### src/tmh_map.svh
`ifndef TMH_MAP_SVH
`define TMH_MAP_SVH
// ==========================================================================
// Register addresses on the CPU data bus
`define TMH_ADDR_T0_CMP0 16'hFF18
`define TMH_ADDR_T0_CMP1 16'hFF19
`define TMH_ADDR_T1_CMP0 16'hFF1A
`define TMH_ADDR_T1_CMP1 16'hFF1B
`define TMH_ADDR_T0_MODE 16'hFF69
`define TMH_RST_VAL      8'h00
`define TMH_ZERO         8'h00
`define TMH_ONE          8'h01
// ==========================================================================
// Mode register field positions
`define TMH_RUN_BIT 7
`define TMH_CKS_HI  6
`define TMH_CKS_LO  4
`define TMH_MD_HI   3
`define TMH_MD_LO   2
`define TMH_LEV_BIT 1
`define TMH_OEN_BIT 0
// ==========================================================================
// Clock select and mode codes
`define TMH_CKS_DIV1  3'h0
`define TMH_CKS_DIV2  3'h1
`define TMH_CKS_DIV4  3'h2
`define TMH_CKS_DIV64 3'h3
`define TMH_CKS_DIV1K 3'h4
`define TMH_CKS_NBR   3'h5
`define TMH_MD_INTERVAL 2'h0
`define TMH_MD_CARRIER  2'h1
`define TMH_MD_PWM      2'h2
// Prescaler taps: /2 = bit 0, /4 = bits 1:0, /64 = bits 5:0, /1024 = bits 9:0.
`define TMH_DIV_W    10
`define TMH_TAP2_HI  0
`define TMH_TAP4_HI  1
`define TMH_TAP64_HI 5
`endif

### src/tmh_pkg.sv
`default_nettype none
// ==========================================================================
// Shared types of the compare timer
package tmh_pkg;
    typedef logic [7:0]  tmh_byte_t;
    typedef logic [15:0] tmh_addr_t;
endpackage
`default_nettype wire

### src/tmh_timer.sv
`include "tmh_map.svh"
`default_nettype none
// Notes on behaviour
// - Primary compare equal to counter raises interrupt and toggles timer output.
// - Primary compare works in interval, PWM and carrier modes; in carrier mode it does not clear counter.
// - Secondary compare matches count in all modes except interval.
// - PWM mode: secondary match toggles output, raises no interrupt.
// - Carrier mode: secondary match raises interrupt and clears counter together.
// - Secondary write while running waits in holding latch until next old match.
// - Secondary write coinciding with its match leaves active value unchanged.
// - Run bit 7: zero halts and zeroes counter, one counts selected clock.
// - Clock select: full, /2, /4, /64, /1024, neighbour output; others prohibited.
// - Mode field: 00 interval, 01 carrier, 10 PWM; 11 prohibited.
// - Bit 1 sets default output level, bit 0 enables timer output.
// - Pin level depends on port direction and latch bits plus timer output.
// - Mode register takes bit and byte writes; compares take byte accesses.
// - Interval mode: primary match raises interrupt and clears counter to zero.
// - Interval mode: secondary compare value never affects timer output.
module tmh_timer (
    // Clock and reset
    input  wire logic               core_clk,
    input  wire logic               rst_b,
    // CPU data bus
    input  wire tmh_pkg::tmh_addr_t bus_addr,
    input  wire logic               bus_wr,
    input  wire logic               bus_bit,
    input  wire logic [2:0]         bus_bit_num,
    input  wire tmh_pkg::tmh_byte_t bus_wdata,
    input  wire logic               bus_rd,
    output logic [7:0]              bus_rdata,
    // Neighbour event counter output, used as count clock
    input  wire logic               neighbour_event_counter,
    // Port control bits sharing the pin
    input  wire logic               port_direction_bit,
    input  wire logic               port_latch_bit,
    // Timer results
    output logic                    timer_interrupt_request,
    output logic                    timer_output,
    output logic                    pin_o,
    output logic                    pin_oe
);
    // ======================================================================
    // Reset release
    logic [1:0] rst_sync_r;
    wire        rst_n_i = rst_sync_r[1];

    // The release is synchronised; assertion stays asynchronous.
    always_ff @(posedge core_clk or negedge rst_b) begin
        if (!rst_b) rst_sync_r <= 2'h0;
        else        rst_sync_r <= {rst_sync_r[0], 1'b1};
    end

    // ======================================================================
    // Registers
    tmh_pkg::tmh_byte_t mode_r, cmp0_r, cmp1_hold_r, cmp1_act_r;
    tmh_pkg::tmh_byte_t t1_cmp0_r, t1_cmp1_r, cnt_r, rdata_r;
    logic               pend_r, tof_r, irq_r, nbr_prev_r;
    logic [`TMH_DIV_W-1:0] div_r;

    // Address decode; compares ignore bit accesses.
    wire sel_c0   = bus_addr == `TMH_ADDR_T0_CMP0;
    wire sel_c1   = bus_addr == `TMH_ADDR_T0_CMP1;
    wire sel_t10  = bus_addr == `TMH_ADDR_T1_CMP0;
    wire sel_t11  = bus_addr == `TMH_ADDR_T1_CMP1;
    wire sel_md   = bus_addr == `TMH_ADDR_T0_MODE;
    wire wr_byte  = bus_wr && !bus_bit;
    wire cmp0_wr  = wr_byte && sel_c0;
    wire cmp1_wr  = wr_byte && sel_c1;
    wire mode_wr  = bus_wr && sel_md;
    wire [7:0] bit_mask = `TMH_ONE << bus_bit_num;
    wire [7:0] mode_wval = bus_bit ?
        (bus_wdata[0] ? (mode_r | bit_mask) : (mode_r & ~bit_mask)) :
        bus_wdata;

    // Mode register fields.
    wire       run      = mode_r[`TMH_RUN_BIT];
    wire [2:0] cks      = mode_r[`TMH_CKS_HI:`TMH_CKS_LO];
    wire [1:0] md       = mode_r[`TMH_MD_HI:`TMH_MD_LO];
    wire       lev      = mode_r[`TMH_LEV_BIT];
    wire       oen      = mode_r[`TMH_OEN_BIT];
    wire       is_int   = md == `TMH_MD_INTERVAL;
    wire       is_pwm   = md == `TMH_MD_PWM;
    wire       is_car   = md == `TMH_MD_CARRIER;

    // ======================================================================
    // Count clock selection
    // Neighbour output is taken as synchronous; its rising edge is one count.
    wire nbr_edge = neighbour_event_counter && !nbr_prev_r;
    // Prohibited codes give no count clock, so the timer simply stays still.
    wire tick =
        (cks == `TMH_CKS_DIV1)  ? 1'b1 :
        (cks == `TMH_CKS_DIV2)  ? div_r[`TMH_TAP2_HI] :
        (cks == `TMH_CKS_DIV4)  ? &div_r[`TMH_TAP4_HI:0] :
        (cks == `TMH_CKS_DIV64) ? &div_r[`TMH_TAP64_HI:0] :
        (cks == `TMH_CKS_DIV1K) ? &div_r :
        (cks == `TMH_CKS_NBR)   ? nbr_edge : 1'b0;

    // ======================================================================
    // Match detection, evaluated on the count clock only
    wire cnt_tick = run && tick;
    wire m0   = cnt_tick && (cnt_r == cmp0_r);
    wire m1   = cnt_tick && !is_int && (cnt_r == cmp1_act_r);
    wire clr  = (m0 && !is_car) || (m1 && is_car);
    wire tog  = m0 || (m1 && is_pwm);
    wire irq  = m0 || (m1 && is_car);
    wire load = m1 && pend_r && !cmp1_wr;

    // ======================================================================
    // Prescaler and neighbour edge history
    always_ff @(posedge core_clk or negedge rst_n_i) begin
        if (!rst_n_i) begin
            div_r      <= '0;
            nbr_prev_r <= 1'b0;
        end else begin
            div_r      <= div_r + 1'b1;
            nbr_prev_r <= neighbour_event_counter;
        end
    end

    // Software registers; reset leaves the timer stopped and silent.
    always_ff @(posedge core_clk or negedge rst_n_i) begin
        if (!rst_n_i) begin
            mode_r    <= `TMH_RST_VAL;
            cmp0_r    <= `TMH_RST_VAL;
            t1_cmp0_r <= `TMH_RST_VAL;
            t1_cmp1_r <= `TMH_RST_VAL;
        end else begin
            if (mode_wr) mode_r <= mode_wval;
            if (cmp0_wr) cmp0_r <= bus_wdata;
            if (wr_byte && sel_t10) t1_cmp0_r <= bus_wdata;
            if (wr_byte && sel_t11) t1_cmp1_r <= bus_wdata;
        end
    end

    // Secondary compare: the holding latch is what software reads back, so
    // a read between write and transfer shows the new, not yet active value.
    always_ff @(posedge core_clk or negedge rst_n_i) begin
        if (!rst_n_i) begin
            cmp1_hold_r <= `TMH_RST_VAL;
            cmp1_act_r  <= `TMH_RST_VAL;
            pend_r      <= 1'b0;
        end else begin
            if (cmp1_wr) cmp1_hold_r <= bus_wdata;
            if (cmp1_wr && !run) begin
                cmp1_act_r <= bus_wdata;
                pend_r     <= 1'b0;
            end else if (cmp1_wr) begin
                pend_r     <= 1'b1;
            end else if (load) begin
                cmp1_act_r <= cmp1_hold_r;
                pend_r     <= 1'b0;
            end
        end
    end

    // Counter, output flip-flop and interrupt pulse.
    always_ff @(posedge core_clk or negedge rst_n_i) begin
        if (!rst_n_i) begin
            cnt_r <= `TMH_ZERO;
            tof_r <= 1'b0;
            irq_r <= 1'b0;
        end else begin
            irq_r <= irq;
            if (!run) begin
                cnt_r <= `TMH_ZERO;
                tof_r <= lev;
            end else begin
                if (clr)           cnt_r <= `TMH_ZERO;
                else if (cnt_tick) cnt_r <= cnt_r + 1'b1;
                if (tog) tof_r <= !tof_r;
            end
        end
    end

    // Read data is captured on the read strobe; unmapped addresses read zero.
    wire [7:0] rd_mux =
        sel_c0  ? cmp0_r      : sel_c1  ? cmp1_hold_r :
        sel_t10 ? t1_cmp0_r   : sel_t11 ? t1_cmp1_r   :
        sel_md  ? mode_r      : `TMH_ZERO;
    always_ff @(posedge core_clk or negedge rst_n_i) begin
        if (!rst_n_i)    rdata_r <= `TMH_ZERO;
        else if (bus_rd) rdata_r <= rd_mux;
    end

    // ======================================================================
    // Outputs; a set port latch forces the pin high whatever the timer does.
    assign bus_rdata               = rdata_r;
    assign timer_interrupt_request = irq_r;
    assign timer_output            = oen && tof_r;
    assign pin_o                   = port_latch_bit || timer_output;
    assign pin_oe                  = !port_direction_bit;
endmodule
`default_nettype wire

### config.mk
export PLATFORM = sky130hd
export DESIGN_NAME = tmh_timer
export DESIGN_NICKNAME = d
export VERILOG_FILES = /design/src/tmh_pkg.sv /design/src/tmh_timer.sv
export VERILOG_INCLUDE_DIRS = /design/src
export SDC_FILE = /design/constraint.sdc
export NUM_CORES = 1
export LEC_CHECK = 0
export BUFFER_PORTS_ARGS = -buffer_cell sky130_fd_sc_hd__clkbuf_2
export CAP_MARGIN = 30
export CORE_ASPECT_RATIO = 1.5
export CORE_UTILIZATION = 55
export CTS_BUF_LIST = sky130_fd_sc_hd__clkbuf_4 sky130_fd_sc_hd__clkbuf_8
export DETAILED_ROUTE_END_ITERATION = 8
export HOLD_SLACK_MARGIN = 0.15
export PLACE_DENSITY = 0.77
export SLEW_MARGIN = 40
export SYNTH_ARGS = -nofsm -noshare
export SYNTH_HDL_FRONTEND = slang
export SYNTH_SLANG_ARGS = --single-unit
export TNS_END_PERCENT = 5
### constraint.sdc
create_clock -name core_clk -period 3 [get_ports core_clk]
set_input_delay 0.15 -clock core_clk [delete_from_list [all_inputs] [get_ports core_clk]]
set_output_delay 0.15 -clock core_clk [all_outputs]
set_load 0.005 [all_outputs]
==> results of run 1 <==
[through the flow]
stage	total power, mW	utilization
floorplan	1.18	-
global placement	1.23	0.600
detailed placement	1.24	0.605
CTS	2.10	0.643
global route	2.17	0.643
finish	2.10	0.643
[power groups by stage]
stage,Clock (mW),Sequential (mW),Combinational [mW]
floorplan,0,1.13,0.0483
global placement,0,1.13,0.0996
detailed placement,0,1.12,0.122
CTS,0.873,1.10,0.128
global route,0.924,1.10,0.143
finish,0.869,1.10,0.129
[per-layer routing]
layer | up-vias | share of wire
li1 | 1616 | -
met1 | 1709 | 0.38
met2 | 108 | 0.54
met3 | 33 | 0.038
met4 | 0 | 0.042
met5 | - | 0
[registers in the layout (all words and copies together) (netlist names), named ones only]
register	cells
t1_cmp1_r	8
nbr_prev_r	1
div_r	10
pend_r	1
rst_sync_r	2
bus_rdata	8
cmp0_r	8
t1_cmp0_r	8
tof_r	1
cnt_r	8
cmp1_hold_r	8
cmp1_act_r	8
timer_interrupt_request	1
[placed cells by master (no fill, tap or decap), types with 3 or more instances in the layout]
| cell | netlist | final |
|---|---|---|
| clkbuf_2 | 3 | 46 |
| nor2b_1 | 20 | 20 |
| or3_1 | 4 | 4 |
| clkbuf_8 | 0 | 13 |
| nor4_1 | 4 | 4 |
| xor2_1 | 18 | 18 |
| o211ai_1 | 11 | 11 |
| nand2b_1 | 5 | 5 |
| nor3b_1 | 4 | 4 |
| mux2_2 | 33 | 33 |
| nor3_1 | 8 | 8 |
| a21o_1 | 6 | 6 |
| o22a_1 | 8 | 8 |
| o2bb2ai_1 | 8 | 8 |
| a21oi_1 | 20 | 20 |
| nand4_1 | 5 | 5 |
| and2_1 | 4 | 4 |
| dlygate4sd3_1 | 0 | 7 |
| nor2_1 | 16 | 16 |
| and4_1 | 3 | 3 |
| a31oi_1 | 3 | 3 |
| dfrtp_1 | 80 | 79 |
| nand2_1 | 42 | 42 |
| o22ai_1 | 7 | 7 |
| or4_1 | 6 | 6 |
| nand3_1 | 13 | 13 |
| nand3b_1 | 3 | 3 |
| inv_1 | 8 | 8 |
| xnor2_1 | 7 | 7 |
| or2_2 | 5 | 5 |
| o21ai_0 | 25 | 25 |
[repair_timing]
action                                 4_1_cts  5_1_grt
setup endpoints to repair                    0        0
endpoints found under the hold margin       10        0
setup buffers                                0        0
gates resized for setup                      0        0
hold buffers                                 7        0
[critical path, cell delays in order, from the launching register on]
cell and delay [ns]:
dfrtp_1 0.44, ha_1 0.29, nand2_1 0.10, nor3_2 0.17, o211ai_2 0.26, or2_0 0.40
or4_1 0.54, o211ai_1 0.12
[final cells by class]
class | instances | area (um^2)
Clock inverter | 2 | 35.0
Timing Repair Buffer | 55 | 340
Multi-Input combinational cell | 315 | 2140
Sequential cell | 80 | 2010
Inverter | 8 | 30.0
Clock buffer | 14 | 186
Fill cell | 614 | 2700
Tap cell | 102 | 128
[how the worst max path moves through the flow]
stage,start,endpoint,slack [ns],cells after the start
after floorplan,rst_sync_r[1]$_DFF_PN0_,async pin,0.61,0
after global placement,div_r[0]$_DFF_PN0_,cmp1_act_r[3]$_DFFE_PN0P_,0.75,7
after detailed placement,div_r[0]$_DFF_PN0_,cnt_r[7]$_DFFE_PN0P_,0.63,7
after CTS,div_r[0]$_DFF_PN0_,cnt_r[7]$_DFFE_PN0P_,0.61,7
after global routing,div_r[0]$_DFF_PN0_,cnt_r[7]$_DFFE_PN0P_,0.42,7
final,div_r[0]$_DFF_PN0_,cnt_r[7]$_DFFE_PN0P_,0.60,7
[logic make-up after synthesis]
logic type | count (synthesis) | synth area share
buf+inv | 29 | 0.0293
simple gates | 158 | 0.210
compound gates | 96 | 0.146
xor+xnor | 25 | 0.0513
mux | 33 | 0.0871
flops | 80 | 0.469
other cells | 1 | 0.000879
fa+ha+maj | 2 | 0.00586
==> impl_results.md, run 1 <==
- Setup TNS: 0 ns
- Fraction of layout cells with a size suffix above 1: 0.243
- Comb pwr share: 0.061
- Net Switching: 0.475 mW
- Seq pwr share: 0.524
- WL final: 10.5 mm
- N_diodes: 0
- Area growth syn-to-layout: 14.0%
- CTS HTree Levels: 3
- Pwr Density: 431 nW/um^2
- Slew @ Worst Pin: around 0.76 ns
- Final setup violation count: 0
- Synth warn: 0
- Crit path launch type: flop
- Top-count cell post-synth: dfrtp_1
- Core area: approximately 7600 um^2
- WHS: approximately 0.17 ns
- GP Congestion: 0.857
- Starting density of the core: 0.564
- IO Port Bufs: 46
- Final ANT Viol Nets: 0
- Worst-Skew Late Latency: around 0.37 ns
- Initial antenna violation count: 0
- DRT iter0 DRCs: 181
- Max Root-Sink Buffers: 2
- Top cells by area, synth: dfrtp_1 (47%), mux2_2 (8.7%), nand2_1 (3.7%), xor2_1 (3.7%), nor2b_1 (2.9%)
- Wire length per cell: 18.3 um
- Final hold violations: 0
- Busiest grt layer: met2
- Final HPWL DP: ~7.8 mm
- Number of CTS-inserted buffers: 9
- Clock Tree Root: clkbuf_8
- Area after DPL: 4570 um^2
- CP max FO: 13
- Hold Path Origin: bus_wdata[6]
- Yosys reg bits: 80
- Max-cap violations: 0
- Synth top area share: 0.469
- Drt pass-1 iters: 4
- Final Worst Setup Slack: 0.596 ns
- Clock skew: 0.00776 ns
- Via count: 3466
- Netlist Area Pre-Place: 4270 um^2
- Clk pwr share: 0.414
- Leak Pwr: 2.34 nW
- Min cycle time layout: 2.40 ns
- Worst setup EP type: flop
- VDD IR max: 398 uV
- Hold Path End: cmp1_act_r[6]$_DFFE_PN0P_
- Net switching fraction of the power: 0.226
- Reg2reg end: cnt_r[7]$_DFFE_PN0P_
- Fmax achieved: 0.416 GHz
- Non-filler cells in the finished layout: 576
- Synthesized net count: 461
- Syn Inst Count: 424
- Mean number of vias per cell: between 6 and 7
- Setup slack, reg-to-reg: 0.60 ns
- RSZ-0062 raised after global routing: no
- Final instance area: 4870 um^2
- GRT met2 Usage: 0.503
- Clock transition at path regs: 0.08 ns
- Std-Cell Rows: 39
- Synth cell types: 55
- Worst relative slew slack: 0.489
- Critical path arrival: 2.68 ns
- Horiz. Die Dim: 73.9 um
- Met3 global-route usage: 0.0495
- Syn Area/Cell: around 10 um^2
- CTS tree: yes
- Die Ht: approximately 110 um
- Global-route wire length before repair: about 17 mm
- Largest net degree at the start of global routing: 29
- Post-synth top cells: dfrtp_1 (80), nand2_1 (42), mux2_2 (33), o21ai_0 (25)
- Sequential area share after synthesis: 0.469
- Number of synthesized flops with an enable pin: 0
- Met1 usage: 0.314
- # DRC: 0
- Place WS: 0.628 ns
- Status: finished, final reports clean
- Reg2reg path depth: 7
- Top Ports: 47
- HP Class: input port to flop
- Die area: 8120 um^2
- Slew Viols, Final: 0
- Hold Path Cell Cnt: 3
- Crit share post-route: 0.801
- Grt ovf: 0
- Int Pwr: around 1.6 mW
- Vias in the first global route: ~3400
- Synth Flop Type: dfrtp_1
- Fin nets: 506
- Post-synth top area cell: dfrtp_1
- Placed cell count: 553
- Total track usage: 0.285
- FF-to-FF Start: div_r[0]$_DFF_PN0_
- Clock Sinks: 80
- Crit path kind: flop to flop
- Required time of the critical path: roughly 3.3 ns
- Fraction of registers with async set/reset: 1.00
(Power assumes the default switching activity.)
==> inputs of run 2 (changes only) <==
--- a/config.mk
+++ b/config.mk
@@ -13,7 +13,7 @@
 export CTS_BUF_LIST = sky130_fd_sc_hd__clkbuf_4 sky130_fd_sc_hd__clkbuf_8
 export DETAILED_ROUTE_END_ITERATION = 8
 export HOLD_SLACK_MARGIN = 0.15
-export PLACE_DENSITY = 0.77
+export PLACE_DENSITY = 0.8
 export SLEW_MARGIN = 40
 export SYNTH_ARGS = -nofsm -noshare
 export SYNTH_HDL_FRONTEND = slang
==> constraint.sdc (replaced) <==
create_clock -name core_clk -period 2.05 [get_ports core_clk]
set_input_delay 0.1025 -clock core_clk [delete_from_list [all_inputs] [get_ports core_clk]]
set_output_delay 0.1025 -clock core_clk [all_outputs]
set_load 0.005 [all_outputs]
==> run 2 against run 1 <==
Clock-buffer cell count is 5 lower. Routed wire length up 4.9%. Critical path depth unchanged. Cell count grew 8.0%. Power grew 41%. First-iteration DRC count up 15%. Sequential power increased by 46%. Design area rose by 8.0%. Clock power rose by 31%. Critical path type unchanged. Largest power group unchanged.
==> impl_results.md, run 2 (synthesized netlist as in run 1, its figures left out) <==
- Via count: 3649 (was 3466)
- Initial antenna violation count: 0 (unchanged)
- Clock Tree Root: clkbuf_8 (unchanged)
- Crit path launch type: flop (unchanged)
- CTS tree: yes (unchanged)
- Critical path arrival: 2.25 ns (was 2.68 ns)
- Fin nets: 552 (was 506)
- Final ANT Viol Nets: 0 (unchanged)
- Grt ovf: 0 (unchanged)
- Final HPWL DP: 8.09 mm (was 7.81 mm)
- Max incr delay on CP: 0.50 ns (was 0.54 ns)
- CP Cell Sequence: ha_2 > nand2_1 > nor3_2 > o211ai_2 > or2_4 > or4_1 > o211ai_1 (was ha_1 > nand2_1 > nor3_2 > o211ai_2 > or2_0 > or4_1 > o211ai_1)
- Crit path kind: flop to flop (unchanged)
- # DRC: 0 (unchanged)
- Fmax achieved: 0.503 GHz (was 0.416 GHz)
- DRT iter0 DRCs: 209 (was 181)
- GP Congestion: 0.875 (was 0.857)
- Worst Setup SP: div_r[1]$_DFF_PN0_ (was div_r[0]$_DFF_PN0_)
- Number of CTS-inserted buffers: 9 (unchanged)
- Crit share post-route: 0.970 (was 0.801)
- Critical path's top delay family: simple AND/OR/NAND/NOR gates (unchanged)
- Clock transition at path regs: 0.09 ns (was 0.08 ns)
- CP bufs+invs: 0 (unchanged)
- Starting density of the core: 0.564 (unchanged)
- Commonest non-fill, non-tap cell in the layout: dfrtp_1 (unchanged)
- Std-Cell Rows: 39 (unchanged)
- Final hold violations: 0 (unchanged)
- VDD IR max: 527 uV (was 398 uV)
- WL final: 11.0 mm (was 10.5 mm)
- Final Worst Setup Slack: 0.0605 ns (was 0.596 ns)
- Place WS: -0.00990 ns (was 0.628 ns)
- Pwr Density: 563 nW/um^2 (was 431 nW/um^2)
- Horiz. Die Dim: 73.9 um (unchanged)
- Top Ports: 47 (unchanged)
- Vias in the first global route: 3752 (was 3370)
- Setup TNS: 0 ns (unchanged)
- Worst-Skew Late Latency: 0.35 ns (was 0.37 ns)
- Die Ht: 110 um (unchanged)
- Drt pass-1 iters: 4 (unchanged)
- CP max FO: 6 (was 13)
- RSZ-0062 raised after global routing: yes (was no)
- Total track usage: 0.294 (was 0.285)
- Mean number of vias per cell: 5.87 (was 6.02)
- Global-route wire length before repair: 17.5 mm (was 16.7 mm)
- Required time of the critical path: 2.31 ns (was 3.28 ns)
- Commonest non-fill, non-tap cells in the layout: dfrtp_1 (79), clkbuf_2 (46), nand2_1 (42) (unchanged)
- CTS HTree Levels: 3 (unchanged)
- Max Root-Sink Buffers: 2 (unchanged)
- IO Port Bufs: 46 (unchanged)
- Area after DPL: 4810 um^2 (was 4570 um^2)
- Area growth syn-to-layout: 23.2% (was 14.0%)
- Worst setup EP type: flop (unchanged)
- Fraction of layout cells with a size suffix above 1: 0.310 (was 0.243)
- Wire length per cell: 17.7 um (was 18.3 um)
- Status: finished, final reports clean (unchanged)
- Slew Viols, Final: 0 (unchanged)
- Clock Sinks: 80 (unchanged)
- HP Class: flop to async pin (was input port to flop)
- Max-cap violations: 0 (unchanged)
- Core area: 7560 um^2 (unchanged)
- Final setup violation count: 0 (unchanged)
- Final instance area: 5260 um^2 (was 4870 um^2)
- Min cycle time layout: 1.99 ns (was 2.40 ns)
- Critical-path top delay cell: or4_1 (unchanged)
- Pwr Total: 2.96 mW (was 2.10 mW)
- Max reg flops: 10 (unchanged)
- N_diodes: 0 (unchanged)
- Largest register by flop count: div_r (unchanged)
- Clock skew: 0.0134 ns (was 0.00776 ns)
- Leak Pwr: 2.55 nW (was 2.34 nW)
- Die area: 8120 um^2 (unchanged)
- WHS: 0.285 ns (was 0.172 ns)
- Largest net degree at the start of global routing: 44 (was 29)
- FF-to-FF Start: div_r[1]$_DFF_PN0_ (was div_r[0]$_DFF_PN0_)
run 2: cell count changes in the layout (fill, tap and decap cells not counted), moves of 2 or more:
| cell | change |
|---|---|
| clkinv_2 | +2 |
| clkbuf_8 | -4 |
| dlygate4sd3_1 | +9 |
| buf_4 | +38 |
| nor4_1 | -2 |
| or2_4 | +2 |
run 2: metal layers:
metal | GRT usage | vias to the layer above | part of all wire | wire (um)
li1 | - | 1712 | - | -
met1 | 0.313 | 1791 | 0.38 | 4180
met2 | 0.510 | 93 | 0.53 | 5870
met3 | 0.0550 | 53 | 0.032 | 357
met4 | 0.207 | 0 | 0.057 | 633
met5 | 0 | - | 0 | 0
run 2: area by class of cell:
type | count | area, um^2
inverters | 8 | 30.0
clock buffers | 9 | 124
fillers | 573 | 2310
flip-flops and latches | 80 | 2010
repair buffers | 101 | 696
well taps | 102 | 128
multi-input cells | 315 | 2200
clock inverters | 7 | 70.1
run 2: path summary, 6_finish.rpt:
kind                                                    to  slack (ns)  depth (start not counted)
worst max-delay path                  cnt_r[7]$_DFFE_PN0P_        0.06                          7
worst min-delay path              t1_cmp0_r[2]$_DFFE_PN0P_        0.29                          0
worst max register to register        cnt_r[7]$_DFFE_PN0P_        0.06                          7
worst min register to register    t1_cmp0_r[2]$_DFFE_PN0P_        0.29                          0
max in group asynchronous       cmp1_hold_r[0]$_DFFE_PN0P_        1.15                          1
min in group core_clk             bus_rdata[1]$_DFFE_PN0P_        0.29                          3
run 2: timing repair:
action | in CTS | in global routing
pin swaps | 0 | 2
gates resized for setup | 2 | 13
endpoints found under the setup margin | 9 | 10
hold buffers | 16 | 0
endpoints found under the hold margin | 36 | 0
buffers inserted | 0 | 4
run 2: stage by stage:
step,util,std cells
finish,0.695,622
floorplan,-,424
global route,0.695,622
global placement,0.636,586
detailed placement,0.636,586
CTS,0.683,618
run 2: power breakdown:
group          internal, mW  switching, mW  total [mW]
Clock                 0.562          0.582        1.14
Combinational        0.0866          0.116       0.203
Sequential             1.59         0.0205        1.61
Total                  2.24          0.719        2.96
==> inputs of run 3 (changes only) <==
--- a/config.mk
+++ b/config.mk
@@ -13,7 +13,7 @@
 export CTS_BUF_LIST = sky130_fd_sc_hd__clkbuf_4 sky130_fd_sc_hd__clkbuf_8
 export DETAILED_ROUTE_END_ITERATION = 8
 export HOLD_SLACK_MARGIN = 0.15
-export PLACE_DENSITY = 0.8
+export PLACE_DENSITY = 0.77
 export SLEW_MARGIN = 40
 export SYNTH_ARGS = -nofsm -noshare
 export SYNTH_HDL_FRONTEND = slang
==> constraint.sdc (replaced) <==
create_clock -name core_clk -period 2.2 [get_ports core_clk]
set_input_delay 0.11 -clock core_clk [delete_from_list [all_inputs] [get_ports core_clk]]
set_output_delay 0.11 -clock core_clk [all_outputs]
set_load 0.005 [all_outputs]
==> run 3 against run 2 <==
Non-clock buffer count is 18 lower. Combinational power is 9% lower. Clock-buffer cell count is 3 higher.
==> impl_results.md, run 3 (synthesized netlist as in run 1, its figures left out) <==
- Status: finished, final reports clean (unchanged)
- Fmax achieved: 0.485 GHz (was 0.503 GHz)
- Util after Layout: 0.669 (was 0.695)
- Worst setup EP type: flop (unchanged)
- Number of CTS-inserted buffers: 9 (unchanged)
- Mean number of vias per cell: 5.90 (was 5.87)
- Drt pass-1 iters: 4 (unchanged)
- Grt ovf: 0 (unchanged)
- Commonest non-fill, non-tap cells in the layout: dfrtp_1 (79), clkbuf_2 (46), nand2_1 (42) (unchanged)
- IO Port Bufs: 46 (unchanged)
- Vias in the first global route: 3667 (was 3752)
- CTS tree: yes (unchanged)
- Wire length per cell: 18.1 um (was 17.7 um)
- Area growth syn-to-layout: 18.5% (was 23.2%)
- Fraction of layout cells with a size suffix above 1: 0.273 (was 0.310)
- DRT iter0 DRCs: 214 (was 209)
- Final hold violations: 0 (unchanged)
- Crit path launch type: flop (unchanged)
- Core area: 7560 um^2 (unchanged)
- Required time of the critical path: 2.47 ns (was 2.31 ns)
- Std-Cell Rows: 39 (unchanged)
- N_diodes: 0 (unchanged)
- VDD IR max: 508 uV (was 527 uV)
- Place WS: 0.0339 ns (was -0.00990 ns)
- Fin nets: 534 (was 552)
- Max Root-Sink Buffers: 2 (unchanged)
- CTS HTree Levels: 3 (unchanged)
- Starting density of the core: 0.564 (unchanged)
- Clock Sinks: 80 (unchanged)
- Die area: 8120 um^2 (unchanged)
- Die Ht: 110 um (unchanged)
- Final Worst Setup Slack: 0.140 ns (was 0.0605 ns)
- CP max FO: 7 (was 6)
- Commonest non-fill, non-tap cell in the layout: dfrtp_1 (unchanged)
- # DRC: 0 (unchanged)
- Crit path kind: flop to flop (unchanged)
- Clock Tree Root: clkbuf_8 (unchanged)
- Critical path arrival: 2.33 ns (was 2.25 ns)
- Clock transition at path regs: 0.08 ns (was 0.09 ns)
- Top Ports: 47 (unchanged)
- HP Class: flop to async pin (unchanged)
- Largest net degree at the start of global routing: 49 (was 44)
- RSZ-0062 raised after global routing: no (was yes)
- Crit share post-route: 0.936 (was 0.970)
- Post-CTS Repair Setup Buffers: 0 (unchanged)
- Max reg flops: 10 (unchanged)
- GP Congestion: 0.858 (was 0.875)
- Reg2reg end: cnt_r[4]$_DFFE_PN0P_ (was cnt_r[7]$_DFFE_PN0P_)
- FF-to-FF Start: div_r[1]$_DFF_PN0_ (unchanged)
- Total track usage: 0.302 (was 0.294)
- Clock skew: 0.00787 ns (was 0.0134 ns)
- Area after DPL: 4700 um^2 (was 4810 um^2)
- Via count: 3561 (was 3649)
- CP Cell Sequence: ha_1 > nand2_1 > nor3_2 > o211ai_2 > or2_4 > or4_1 > o211ai_1 (was ha_2 > nand2_1 > nor3_2 > o211ai_2 > or2_4 > or4_1 > o211ai_1)
- Worst-Skew Late Latency: 0.36 ns (was 0.35 ns)
- WL final: 10.9 mm (was 11.0 mm)
- Max-cap violations: 0 (unchanged)
- Max incr delay on CP: 0.52 ns (was 0.50 ns)
- Reg2reg path depth: 7 (unchanged)
- Critical-path top delay cell: or4_1 (unchanged)
- Leak Pwr: 2.45 nW (was 2.55 nW)
- Global-route wire length before repair: 18.1 mm (was 17.5 mm)
- Final setup violation count: 0 (unchanged)
- Setup TNS: 0 ns (unchanged)
- Pwr Density: 531 nW/um^2 (was 563 nW/um^2)
- Largest register by flop count: div_r (unchanged)
- Setup slack, reg-to-reg: 0.14 ns (was 0.06 ns)
- Horiz. Die Dim: 73.9 um (unchanged)
- Min cycle time layout: 2.06 ns (was 1.99 ns)
- Final instance area: 5060 um^2 (was 5260 um^2)
- Initial antenna violation count: 0 (unchanged)
- Final ANT Viol Nets: 0 (unchanged)
- Slew Viols, Final: 0 (unchanged)
- Final HPWL DP: 8.10 mm (was 8.09 mm)
run 3: worst max-delay path by stage:
stage	from	end	slack, ns	cells past startpoint
2_1_floorplan	div_r[0]$_DFF_PN0_	cnt_r[4]$_DFFE_PN0P_	0.20	8
3_3_place_gp	cnt_r[5]$_DFFE_PN0P_	cmp1_act_r[3]$_DFFE_PN0P_	0.11	6
3_5_place_dp	cnt_r[5]$_DFFE_PN0P_	cmp1_act_r[1]$_DFFE_PN0P_	0.03	6
4_1_cts	cnt_r[5]$_DFFE_PN0P_	cmp1_act_r[1]$_DFFE_PN0P_	0.02	6
5_1_grt	cnt_r[6]$_DFFE_PN0P_	cnt_r[6]$_DFFE_PN0P_	0.002	8
6_report	div_r[1]$_DFF_PN0_	cnt_r[4]$_DFFE_PN0P_	0.14	7
run 3: worst max-delay path: cells and delay by family (launching register included):
kind / cells / cell delay [ns]
fa+ha+maj: 1 / 0.21
simple gates: 4 / 1.09
flops: 1 / 0.41
compound gates: 2 / 0.28
run 3: timing repair:
| item | in CTS | in global routing |
|---|---|---|
| setup endpoints to repair | 0 | 13 |
| resized for setup | 0 | 4 |
| endpoints found under the hold margin | 40 | 0 |
| hold buffers | 16 | 0 |
run 3: cell type report:
class                           count  area [um^2]
Sequential cell                    80         2010
Clock buffer                       12          153
Clock inverter                      4         28.8
Inverter                            8         30.0
Multi-Input combinational cell    315         2150
Fill cell                         597         2510
Tap cell                          102          128
Timing Repair Buffer               83          561
run 3: metal layers:
metal	vias up	track usage	share of wire
met5	-	0	0
met4	0	0.170	0.047
met3	39	0.0495	0.027
met2	69	0.534	0.54
met1	1767	0.337	0.39
li1	1686	-	-
run 3: power by group:
part | switching, mW | internal [mW]
combinational | 0.105 | 0.0800
sequential | 0.0181 | 1.48
clock | 0.534 | 0.468
total | 0.657 | 2.03
run 3: through the flow:
step,total power [mW],cells,hold WS (ns)
floorplan,1.60,424,-0.186
global placement,1.69,572,-0.105
detailed placement,1.69,572,-0.104
CTS,2.71,604,0.246
global route,2.80,604,0.310
finish,2.69,604,0.263
